### src/dmtm_pkg.sv
// constants shared by the timer mode control block
package dmtm_pkg;
  // apb address width
  localparam int APB_AW = 8;
  // register indices; byte address is four times the index
  localparam logic [7:0] IDX_MODE = 8'h00;
  localparam logic [7:0] IDX_XMODE = 8'h02;
  localparam logic [7:0] IDX_EVENT = 8'h03;
  localparam logic [7:0] IDX_REF = 8'h04;
  localparam logic [7:0] IDX_CAPT = 8'h08;
  localparam logic [7:0] IDX_CNT = 8'h0C;
  localparam logic [7:0] A_MODE = {IDX_MODE[5:0], 2'b00};
  localparam logic [7:0] A_XMODE = {IDX_XMODE[5:0], 2'b00};
  localparam logic [7:0] A_EVENT = {IDX_EVENT[5:0], 2'b00};
  localparam logic [7:0] A_REF = {IDX_REF[5:0], 2'b00};
  localparam logic [7:0] A_CAPT = {IDX_CAPT[5:0], 2'b00};
  localparam logic [7:0] A_CNT = {IDX_CNT[5:0], 2'b00};
  // timer_mode fields
  localparam int M_RST = 0;
  localparam int M_CLK = 1;
  localparam int M_RESTART = 3;
  localparam int M_MATCH_REQ = 4;
  localparam int M_STYLE = 5;
  localparam int M_CE = 6;
  localparam int M_PRESCALE = 8;
  // timer_extended_mode fields
  localparam int X_DIAG = 0;
  localparam int X_DMA_EN = 7;
  localparam logic [7:0] XMODE_MASK = 8'h81;
  // timer_event_flags fields
  localparam int E_EDGE = 0;
  localparam int E_REF = 1;
  // clock source codes
  localparam logic [1:0] CLK_STOP = 2'h0;
  localparam logic [1:0] CLK_SYS1 = 2'h1;
  localparam logic [1:0] CLK_SYS16 = 2'h2;
  localparam logic [1:0] CLK_PIN = 2'h3;
  // capture edge codes
  localparam logic [1:0] CE_OFF = 2'h0;
  localparam logic [1:0] CE_RISE = 2'h1;
  localparam logic [1:0] CE_FALL = 2'h2;
  localparam logic [1:0] CE_ANY = 2'h3;
  // reset values
  localparam logic [15:0] MODE_RST = 16'h0000;
  localparam logic [7:0] XMODE_RST = 8'h00;
  localparam logic [31:0] REF_RST = 32'h1111_1111;
  localparam logic [31:0] CAPT_RST = 32'h0000_0000;
  localparam logic [31:0] CNT_RST = 32'h0000_0000;
  localparam logic [7:0] PRE_RST = 8'h00;
  localparam logic [3:0] DIV16_RST = 4'h0;
  localparam logic OUT_IDLE = 1'b1;
  localparam logic PIN_RST = 1'b1;
  // counts
  localparam logic [3:0] DIV16_LAST = 4'hF;
  localparam logic [31:0] STEP_ONE = 32'h0000_0001;
  localparam logic [31:0] STEP_DIAG = 32'h0001_0001;
endpackage

### src/dmtm_timer.sv
// timer with prescaler, capture, reference compare and apb registers
`timescale 1ns/1ns
`default_nettype none
module dmtm_timer
  import dmtm_pkg::*;
(
  // clock and reset
  input wire logic pclk,
  input wire logic presetn,
  // apb slave
  input wire logic [APB_AW-1:0] paddr,
  input wire logic psel,
  input wire logic penable,
  input wire logic pwrite,
  input wire logic [31:0] pwdata,
  output logic [31:0] prdata,
  output logic pready,
  output logic pslverr,
  // timer pins
  input wire logic timer_input_pin,
  output logic timer_output_pin,
  // request outputs and dma acknowledge
  output logic dma_request,
  output logic irq_request,
  input wire logic dma_ack
);
  typedef struct packed {
    logic [15:0] mode;
    logic [7:0] xmode;
    logic [31:0] refv;
    logic [31:0] capv;
    logic [31:0] cnt;
    logic [7:0] pre;
    logic [3:0] div16;
    logic rflag;
    logic cflag;
    logic out;
    logic [31:0] rdata;
  } dmtm_state_t;

  dmtm_state_t st_r, st_nxt;

  logic pin_rise, pin_fall;
  logic en, restart, mreq_en, style, dma_en, diag;
  logic [1:0] clk_sel, ce;
  logic [7:0] prescale;
  logic src_tick, tick, match, edge_ev, rst_fall;
  logic acc, wr, hit, req_any;
  logic [31:0] step, cnt_adv, rmux;

  // external input crosses into pclk here
  dmtm_sync #(
    .RST_VAL(PIN_RST)
  ) u_sync (
    .pclk(pclk),
    .presetn(presetn),
    .din(timer_input_pin),
    .lvl(),
    .rise(pin_rise),
    .fall(pin_fall)
  );

  assign en = st_r.mode[M_RST];
  assign clk_sel = st_r.mode[M_CLK +: 2];
  assign restart = st_r.mode[M_RESTART];
  assign mreq_en = st_r.mode[M_MATCH_REQ];
  assign style = st_r.mode[M_STYLE];
  assign ce = st_r.mode[M_CE +: 2];
  assign prescale = st_r.mode[M_PRESCALE +: 8];
  assign dma_en = st_r.xmode[X_DMA_EN];
  assign diag = st_r.xmode[X_DIAG];

  // count clock source select
  always_comb begin
    unique case (clk_sel)
      CLK_STOP: src_tick = 1'b0;
      CLK_SYS1: src_tick = 1'b1;
      CLK_SYS16: src_tick = (st_r.div16 == DIV16_LAST);
      CLK_PIN: src_tick = pin_fall;
    endcase
  end

  // >= so a smaller prescale written mid-count ends the period at once
  assign tick = en && src_tick && (st_r.pre >= prescale);
  assign step = diag ? STEP_DIAG : STEP_ONE;
  assign cnt_adv = (restart && (st_r.cnt == st_r.refv)) ? CNT_RST
                   : st_r.cnt + step;
  assign match = tick && (cnt_adv == st_r.refv);
  assign edge_ev = en && (((ce == CE_RISE) && pin_rise)
                  || ((ce == CE_FALL) && pin_fall)
                  || ((ce == CE_ANY) && (pin_rise || pin_fall)));

  // apb decode
  assign acc = psel && penable;
  assign wr = acc && pwrite;
  always_comb begin
    hit = 1'b1;
    rmux = 32'h0000_0000;
    unique case (paddr)
      A_MODE: rmux = {16'h0000, st_r.mode};
      A_XMODE: rmux = {24'h00_0000, st_r.xmode};
      A_EVENT: rmux = {30'h0000_0000, st_r.rflag, st_r.cflag};
      A_REF: rmux = st_r.refv;
      A_CAPT: rmux = st_r.capv;
      A_CNT: rmux = st_r.cnt;
      default: hit = 1'b0;
    endcase
  end

  always_comb begin
    st_nxt = st_r;
    rst_fall = 1'b0;
    // free-running divider, never cleared by the enable bit
    st_nxt.div16 = st_r.div16 + 4'h1;
    if (psel && !penable) begin
      st_nxt.rdata = rmux;
    end
    // writes land even while the timer is held in reset
    if (wr) begin
      unique case (paddr)
        A_MODE: begin
          st_nxt.mode = pwdata[15:0];
          rst_fall = en && !pwdata[M_RST];
        end
        A_XMODE: st_nxt.xmode = pwdata[7:0] & XMODE_MASK;
        A_EVENT: begin
          if (pwdata[E_REF]) begin
            st_nxt.rflag = 1'b0;
          end
          if (pwdata[E_EDGE]) begin
            st_nxt.cflag = 1'b0;
          end
        end
        A_REF: st_nxt.refv = pwdata;
        A_CAPT: st_nxt.capv = pwdata;
        default: ;
      endcase
    end
    if (dma_ack) begin
      st_nxt.rflag = 1'b0;
      st_nxt.cflag = 1'b0;
    end
    // counter and prescaler
    if (!en) begin
      st_nxt.cnt = CNT_RST;
      st_nxt.pre = PRE_RST;
      st_nxt.out = OUT_IDLE;
    end else if (src_tick) begin
      if (tick) begin
        st_nxt.pre = PRE_RST;
        st_nxt.cnt = cnt_adv;
      end else begin
        st_nxt.pre = st_r.pre + 8'h01;
      end
    end
    // output pin
    if (en) begin
      if (match) begin
        st_nxt.out = style ? !st_r.out : 1'b0;
      end else if (!style) begin
        st_nxt.out = OUT_IDLE;
      end
    end
    // hardware set wins over software or acknowledge clear
    if (match) begin
      st_nxt.rflag = 1'b1;
    end
    if (edge_ev) begin
      st_nxt.cflag = 1'b1;
      st_nxt.capv = st_r.cnt;
    end
    // software reset wins: events in that same cycle are dropped
    if (rst_fall) begin
      st_nxt.cnt = CNT_RST;
      st_nxt.pre = PRE_RST;
      st_nxt.capv = CAPT_RST;
      st_nxt.rflag = 1'b0;
      st_nxt.cflag = 1'b0;
      st_nxt.out = OUT_IDLE;
    end
  end

  always_ff @(posedge pclk or negedge presetn) begin
    if (!presetn) begin
      st_r <= '{mode: MODE_RST, xmode: XMODE_RST, refv: REF_RST,
                capv: CAPT_RST, cnt: CNT_RST, pre: PRE_RST,
                div16: DIV16_RST, rflag: 1'b0, cflag: 1'b0,
                out: OUT_IDLE, rdata: 32'h0000_0000};
    end else begin
      st_r <= st_nxt;
    end
  end

  // outputs
  assign prdata = st_r.rdata;
  assign pready = 1'b1;
  assign pslverr = acc && !hit;
  assign timer_output_pin = st_r.out;
  assign req_any = st_r.cflag || (st_r.rflag && mreq_en);
  assign dma_request = dma_en && req_any;
  assign irq_request = !dma_en && req_any;
endmodule
`default_nettype wire

### src/dmtm_sync.sv
// three-flop input synchroniser with filtered edge pulses
`timescale 1ns/1ns
`default_nettype none
module dmtm_sync
  import dmtm_pkg::*;
#(
  parameter logic RST_VAL = 1'b1
) (
  // clock and reset
  input wire logic pclk,
  input wire logic presetn,
  // asynchronous input
  input wire logic din,
  // filtered level and one-cycle edges
  output logic lvl,
  output logic rise,
  output logic fall
);
  typedef struct packed {
    logic [2:0] sh;
    logic lvl;
  } dmtm_sync_state_t;

  dmtm_sync_state_t st_r, st_nxt;
  logic agree;

  // sh[0] only feeds sh[1]; metastability stays out of the compare
  assign agree = (st_r.sh[1] == st_r.sh[2]);
  assign rise = agree && st_r.sh[2] && !st_r.lvl;
  assign fall = agree && !st_r.sh[2] && st_r.lvl;
  assign lvl = st_r.lvl;

  always_comb begin
    st_nxt = st_r;
    st_nxt.sh = {st_r.sh[1:0], din};
    if (agree) begin
      st_nxt.lvl = st_r.sh[2];
    end
  end

  always_ff @(posedge pclk or negedge presetn) begin
    if (!presetn) begin
      st_r <= '{sh: {3{RST_VAL}}, lvl: RST_VAL};
    end else begin
      st_r <= st_nxt;
    end
  end
endmodule
`default_nettype wire

### config.mk
export PLATFORM = sky130hd
export DESIGN_NAME = dmtm_timer
export DESIGN_NICKNAME = d
export VERILOG_FILES = /design/src/dmtm_pkg.sv /design/src/dmtm_timer.sv /design/src/dmtm_sync.sv
export SDC_FILE = /design/constraint.sdc
export NUM_CORES = 1
export LEC_CHECK = 0
export BUFFER_PORTS_ARGS = -buffer_cell sky130_fd_sc_hd__buf_2
export CAP_MARGIN = 25
export CORE_MARGIN = 2
export CORE_UTILIZATION = 45
export DETAILED_ROUTE_END_ITERATION = 12
export SLEW_MARGIN = 10
export SYNTH_ARGS = -nofsm -noshare
export SYNTH_HDL_FRONTEND = slang
export SYNTH_SLANG_ARGS = --single-unit
### constraint.sdc
create_clock -name pclk -period 3.1 [get_ports pclk]
set_clock_uncertainty 0.05 [all_clocks]
set_input_delay 0.155 -clock pclk [delete_from_list [all_inputs] [get_ports pclk]]
set_output_delay 0.155 -clock pclk [all_outputs]
set_load 0.05 [all_outputs]
After elaboration in Yosys (flattened, before gate mapping)
Index checks and enable logic that the tools add are counted.
- bits in registers: 165
- bits in latches: 0
- memory bits (writable): 0
- memory bits (read-only): 0
- bits of input ports: 47
- output and inout bits: 37
- logic and storage cells: 111
- memories kept: 0
- add/subtract/negate cells: 3
- multipliers: 0
- div/mod/pow operators: 0
- magnitude comparators: 1
- eq/ne operators: 17
- shift-type cells: 0
- multiplexer cells: 28
- bitwise logic cells: 0
- reduce and logical (&&, ||, !) cells: 49
- operators with widths (cell ; number):
    $pmux 32 s6 ; 1
    $mux 32 ; 5
    $mux 40 ; 2
    $mux 72 ; 1
    $eq 32x32->1 ; 2
    $add 32x17->32 ; 1
    $reduce_bool 4->1 ; 6
    $logic_and 1x1->1 ; 20
    $mux 17 ; 1
    $eq 8x4->1 const B ; 2
    $eq 8x6->1 const B ; 2
    $mux 1 ; 12
    $reduce_and 2->1 ; 5
    $add 8x1->8 const B ; 1
    $eq 2x2->1 const B ; 4
    $eq 8x5->1 const B ; 1
    $ge 8x8->1 ; 1
    $logic_not 8->1 ; 1
    $mux 8 ; 1
    $logic_not 1->1 ; 7
    $mux 2 ; 3
    $ne 3x1->1 const B ; 2
    $reduce_and 3->1 ; 2
    $reduce_bool 3->1 ; 2
    9 further kinds ; 13

Depth between registers and ports, before layout
Gate-level depths: netlist (run 1).
- word-level depth: 10
- depth in mapped cells: 13
- depth with buffers taken out: 11

By module
From an unflattened synthesis (run 1), not the netlist that was laid out.
- cells, all modules: 1081
- area total of the unflattened synthesis: 10176.0 um^2
- by module, submodules not included (module ; times used ; cells each ; area an instance (um^2) ; sequential area each (um^2)):
    dmtm_timer ; 1 ; 1070 ; 10010.9 ; 4040.1
    dmtm_sync ; 1 ; 11 ; 165.2 ; 105.1

Worst setup path before layout (run 1)
No wires, ideal clock.
- kind: reg2reg
- start: reg st_r[63] (netlist name)
- end: reg st_r (netlist bit timer_output_pin)
- setup time: 75 ps
- arrival time: 2633 ps
- required time: 2975 ps
- setup slack: 342 ps
- cell stages (with the launch flop): 11
- buffers on the path: 0
- period minus slack after synthesis: 2758 ps
- cell sequence: dfrtp_1 > ha_1 > nand4_1 > nor2_1 > a21oi_4 > or4_4 > a211o_1 > o2111a_1 > o2111a_1 > nand4_2 > mux2i_1
- RTL lines (what ; RTL line ; RTL):
    start, declared ; dmtm_timer.sv:41 ; dmtm_state_t st_r, st_nxt;
    start signal, assigned ; dmtm_timer.sv:185 ; st_r <= '{mode: MODE_RST, xmode: XMODE_RST, refv: REF_RST,
    start signal, assigned ; dmtm_timer.sv:190 ; st_r <= st_nxt;

==> results by group, run 1 <==
Worst setup path
  – R2r worst-path depth: 12
  – Worst path cell trace: xor2_2 > nor4_4 > buf_4 > and3_2 > buf_4 > nand3_1 > buf_4 > o221a_1 > or3_1 > o2111a_1 > nand4_2 > mux2i_1
  – CP arrival: ~3400 ps
  – Critical R2R Capture: timer_output_pin
  – Max incr delay on CP: 480 ps
  – CP Launch Type: register
  – Reg2reg setup slack: roughly 58 ps
  – Worst-path maximum fanout: 6
  – CP Capture Type: register
  – Critical Path Most Common Cell: buf_4
  – RR Startpoint: st_r[51]
  – Slowest CP cell: dfrtp_2
  – Critical path class: reg -> reg
  – CP required: 3410 ps

Floorplan
  – Initial core utilization: a little under half
  – I/O pins: 84
  – Row count: 55
  – Core area: between 0.02 and 0.025 mm2
  – Die Y: approximately 160 um
  – Die area: ~0.024 mm2
  – Die X: around 160 um

Pwr
  – Peak supply drop: about 0.32 mV
  – Pwr/cell area: 368 mW/mm2
  – Leak: between 5 and 6 nW

Yosys
  – Syn nets: around 1200
  – Distinct cells, synth: 79
  – Yosys reg bits: approximately 170
  – Synthesis warning total: 0
  – Top post-synthesis cells by area: dfrtp_1 37%, mux2_2 7.2%, o21ai_0 4.2%
  – Yosys top cell area share: between 30% and 40%
  – Post-synthesis cell count: 1112
  – Asr flop ratio synth: 100%
  – Mean Syn Cell Area: around 9.3 um2
  – Mapped Area: between 0.01 and 0.015 mm2
  – Post-synth EDFFs: 0
  – Synth Flop Type: dfrtp_1
  – Register area share after synthesis: between 40% and 50%
  – Cell taking the most area after synthesis: dfrtp_1

Global routing
  – Global-route wire length before repair: approximately 56000 um
  – Antenna violations before repair: 0
  – Grt ovf: 0
  – GR Util All Layers: a little over 30%
  – Largest net degree at the start of global routing: 70
  – Vias in the first global route: 9207

Clocking
  – CTS Buffer Depth: 2
  – Clock Tree Root: clkbuf_16
  – Htree depth: 4
  – Sink Count: 165
  – CTS tree: built
  – Inserted Clock Buffers: 17
  – Reg clk slew, reported paths: ~70 ps
  – Skew-Pair Late Insertion Delay: 430 ps

Placed design
  – Cell Area, Placed: around 0.012 mm2
  – Routability cong.: approximately 0.95
  – Hpwl dp: ~27000 um
  – IO Port Bufs: between 80 and 90

STA
  – Fmax achieved: 329 MHz
  – Fin. Hold Viols: 0
  – Slew @ Worst Pin: 674 ps
  – Fin. max-slew vios: 0
  – Relative max-transition margin: between 50 and 60%
  – Setup violators final: 0
  – Fin crit share: ~98%
  – Period minus WS final: 3040 ps

Layout
  – Fillers: approximately 2000
  – Sequential Area: a little over 0.004 mm2
  – Final Cell Area: about 0.013 mm2
  – Most frequent cells in the layout: 151 x buf_4, 149 x dfrtp_1, 86 x o21ai_0, 82 x nand2_1, 81 x buf_2
  – Commonest non-fill, non-tap cell in the layout: buf_4
  – Antenna diode count: 0
  – Share of cells above drive strength 1: between 30% and 40%
  – Final core utilization: a little under three fifths
  – Nets@finish: 1339
  – P&R area growth vs syn: 23.7%
  – Multi-input logic area: between 0.005 and 0.006 mm2

Drt
  – Drt pass-1 iters: 7
  – Average via count per standard cell: just over 6
  – Post-route ant nets: 0
  – DR iter-0 viols: approximately 1100
  – Vias: 9635
  – Wire length per cell: between 20 and 25 um
  – DRC: 0
  – Final WL: roughly 36000 um

Status
  – Outcome: completed

Worst hold path
  – Hold Crit Endpoint: st_r[34]
  – Min-delay src: dma_ack
  – Hold Crit Depth: 4
  – Worst hold path class: in -> reg

Run
  – Max-cap violation count: 0
cell usage after synthesis (14+ instances only):
cell	number
ha_1	14
inv_1	21
xor2_1	32
buf_2	30
o21ai_0	86
a21oi_1	65
nand4_1	29
xnor2_1	30
nor4_1	14
mux2_2	66
a22oi_1	49
dfrtp_1	152
clkbuf_1	53
nand3_1	30
nor2_1	81
buf_4	38
nor3_1	16
o31ai_1	16
nand2_1	83
kinds of logic (layout without fill, tap and decap cells):
group | count (synthesis) | in the layout | share of synthesized area, %
AOI/OAI and AO/OA | 303 | 303 | 19.4
muxes | 73 | 73 | 7.90
and+or+nand+nor | 344 | 344 | 17.7
xor gates and xnor gates | 65 | 65 | 5.82
other | 1 | 1 | 0.0364
DFF | 165 | 165 | 40.3
adders and majority gates | 14 | 14 | 1.70
buffers and inverters | 147 | 326 | 7.18
repair_timing:
item / CTS / global route
hold buffers: 33 / 0
gates cloned: 0 / 0
endpoints found under the hold margin: 110 / 0
pin swaps: 0 / 5
setup endpoints to repair: 9 / 3
setup buffers: 0 / 0
resized for setup: 6 / 22
power by group:
| part | internal [W] | switching (W) |
|---|---|---|
| Clock | 0.00114 | 0.000994 |
| Combinational | 0.000147 | 0.000190 |
| Sequential | 0.00219 | 0.0000273 |
cell type report:
cell class                      count  area share (%)
Sequential cell                   165            32.6
Multi-Input combinational cell    800            43.7
Tap cell                          285            2.80
Timing Repair Buffer              273            15.8
Clock inverter                     13            1.11
Clock buffer                       19            3.40
Inverter                           21           0.619
worst max-delay path: cells and delay by family, from the launching register on:
| kind | cells | cell delay [ps] |
|---|---|---|
| simple gates | 5 | 1260 |
| mux | 1 | 190 |
| buf+inv | 3 | 500 |
| xor+xnor | 1 | 210 |
| compound gates | 2 | 270 |
| flops | 1 | 480 |
registers in the layout (all words and copies together) (netlist names), 2 cells and up:
register / cells
st_r: 111
prescale: 8
clk_sel: 2
ce: 2
prdata: 32
u_sync.st_nxt: 2
per-stage QoR:
step / total power [W] / TNS, ps / hold WS (ps) / worst slack (ps) / cells
after global routing: 0.00485 / -13.7 / 67.8 / -12.8 / 1576
after global placement: 0.00256 / -467 / 159 / -184 / 1511
after floorplan: 0.00239 / 0 / -191 / 342 / 1112
after CTS: 0.00470 / 0 / 40.2 / 4.66 / 1576
final: 0.00469 / 0 / 52.8 / 57.7 / 1576
after detailed placement: 0.00256 / -450 / 166 / -212 / 1511
how the worst max path moves through the flow:
stage,slack [ps],startpoint,end
2_1_floorplan,340,st_r[63],timer_output_pin
3_3_place_gp,-180,st_r[55],timer_output_pin
3_5_place_dp,-210,st_r[55],timer_output_pin
4_1_cts,5,st_r[47],timer_output_pin
5_1_grt,-10,st_r[51],st_r[34]
6_report,60,st_r[51],timer_output_pin
metal layers:
metal	part of all wire [%]	GRT usage, %	routed length [um]
met1	46	45.9	16800
met2	43	44.6	15600
met3	8.3	5.79	3020
met4	2.1	8.69	771
met5	0	0	0
No activity file was read; power rests on OpenSTA's default activity.
==> run 2: changes to the inputs <==
==> constraint.sdc (replaced) <==
create_clock -name pclk -period 2.9 [get_ports pclk]
set_clock_uncertainty 0.05 [all_clocks]
set_input_delay 0.145 -clock pclk [delete_from_list [all_inputs] [get_ports pclk]]
set_output_delay 0.145 -clock pclk [all_outputs]
set_load 0.05 [all_outputs]
==> run 2 against run 1 <==
Against the previous run:
- the flow now finishes with violations (negative setup slack)
- flip-flop and latch count unchanged
- via count increased by 3.4%
- worst setup slack got worse by 120 ps
- sequential power increased by 7%
- non-clock buffer count increased by 58
- clock power increased by 2%
==> results by group, run 2 (synthesis gave the netlist of run 1 again) <==
Pwr
  – Pwr/cell area: around 360 mW/mm2
  – Peak supply drop: around 0.28 mV
  – Leak: roughly 6.2 nW

Layout
  – Commonest non-fill, non-tap cell in the layout: buf_4
  – Nets@finish: 1397
  – Fillers: about 1900
  – P&R area growth vs syn: 30.8%
  – Most flops, register: st_r
  – Antenna diode count: 0
  – Most frequent cells in the layout: 200 x buf_4, 146 x dfrtp_1, 81 x buf_2, 80 x nand2_1, 75 x o21ai_0
  – Share of cells above drive strength 1: about 37%
  – Max reg flops: between 100 and 150

Clocking
  – Skew-Pair Late Insertion Delay: 430 ps
  – Reg clk slew, reported paths: 70 ps
  – CTS tree: built
  – Htree depth: 4
  – Sink Count: roughly 170
  – Inserted Clock Buffers: 17
  – Clock Tree Root: clkbuf_16
  – CTS Buffer Depth: 2

STA
  – Setup violators final: 2
  – Fin. max-slew vios: 0
  – Fin crit share: 102%
  – Period minus WS final: 2960 ps
  – Relative max-transition margin: 54.1%
  – Worst setup margin: -63.9 ps
  – RSZ-0062 raised after global routing: yes
  – Slew @ Worst Pin: between 600 and 700 ps
  – Fin. Hold Viols: 0
  – Fmax achieved: between 300 and 400 MHz
  – Final setup TNS: -127 ps

Worst setup path
  – Buf/Inv on CP: 1
  – Slowest CP cell: or4_4
  – CP arrival: 3270 ps
  – Critical path class: reg -> reg
  – CP required: roughly 3200 ps
  – Worst-path maximum fanout: 8
  – CP Capture Type: register
  – CP Launch Type: register
  – Max incr delay on CP: between 500 and 600 ps
  – Worst path cell trace: ha_4 > nand4_1 > buf_4 > nor2_4 > a21oi_4 > or4_4 > a211o_1 > o2111a_1 > o2111a_1 > nand4_4 > mux2i_1
  – Reg2reg setup slack: -60 ps
  – CP top delay family: simple AND/OR/NAND/NOR gates
  – Critical Path Most Common Cell: o2111a_1

Drt
  – DR iter-0 viols: between 1000 and 1500
  – Average via count per standard cell: 6.10
  – Final WL: 36800 um
  – Vias: roughly 10000
  – Wire length per cell: about 23 um
  – Drt pass-1 iters: 6
  – DRC: 0
  – Post-route ant nets: 0

Floorplan
  – I/O pins: 84
  – Initial core utilization: about 46%
  – Die Y: 155 um
  – Die X: 155 um
  – Die area: ~0.024 mm2
  – Row count: 55
  – Core area: 0.0226 mm2

Global routing
  – Global-route wire length before repair: around 56000 um
  – Largest net degree at the start of global routing: 86
  – Antenna violations before repair: 0
  – Grt ovf: 0
  – Vias in the first global route: ~9500
  – GR Util All Layers: between 30% and 40%

Status
  – Violated checks: negative setup slack
  – Outcome: finished, violations left

Placed design
  – IO Port Bufs: 82
  – Hpwl dp: about 27000 um
  – Pre-CTS setup slack: -204 ps
  – Routability cong.: a little over 1

Worst hold path
  – Worst hold path class: in -> reg

Run
  – Max-cap violation count: 0
## run 2: area by class of cell
cell class,instances,area (um2),share of cell area (%)
timing repair buffer,331,2500,18.6
tap,285,357,2.65
inverter,21,78.8,0.585
clock inverter,13,115,0.854
clock buffer,19,433,3.21
multi-input combinational,800,5840,43.3
sequential,165,4150,30.8
## run 2: worst paths after layout
| path | from | to | cells past startpoint |
|---|---|---|---|
| worst min-delay path | dma_ack | st_r[34] | 4 |
| min in group asynchronous | presetn | st_r[35] | 2 |
| max in group asynchronous | presetn | st_r[65] | 3 |
| worst max register to register | diag | timer_output_pin | 11 |
| worst max-delay path | diag | timer_output_pin | 11 |
| worst min register to register | u_sync.st_nxt[2] | u_sync.st_nxt[3] | 0 |
## run 2: report_power, final
| part | internal [W] | switching [W] |
|---|---|---|
| Combinational | 0.000163 | 0.000209 |
| Sequential | 0.00234 | 0.0000269 |
| Clock | 0.00112 | 0.00105 |
## run 2: tightest hold or removal path, cell delays in order
cell and delay [ps]:
buf_2 80, inv_1 70, nand3_1 100, a21oi_2 60
## run 2: timing repair
action / 4_1_cts / 5_1_grt
pin swaps: 3 / 20
hold buffers: 33 / 0
buffers inserted: 2 / 8
gates cloned: 0 / 1
gates resized for setup: 21 / 71
endpoints found under the hold margin: 97 / 0
endpoints found under the setup margin: 22 / 20
## run 2: metrics by stage
step	instances	hold slack, ps	util, %	total power, W	cell area [um2]
3_5_place_dp	1558	53.8	53.5	0.00274	12100
4_1_cts	1625	16.2	57.9	0.00494	13100
3_3_place_gp	1556	51.1	53.3	0.00273	12000
2_1_floorplan	1112	-201	-	0.00256	10300
6_report	1634	23.1	59.7	0.00492	13500
5_1_grt	1634	44.6	59.7	0.00509	13500
## run 2: metal layers
layer / vias up / track usage [%] / wire length (um)
li1: 4505 / - / -
met4: 0 / 8.13 / 932
met2: 513 / 45.6 / 16100
met1: 4878 / 45.7 / 16300
met5: - / 0 / 0
met3: 67 / 5.85 / 3570
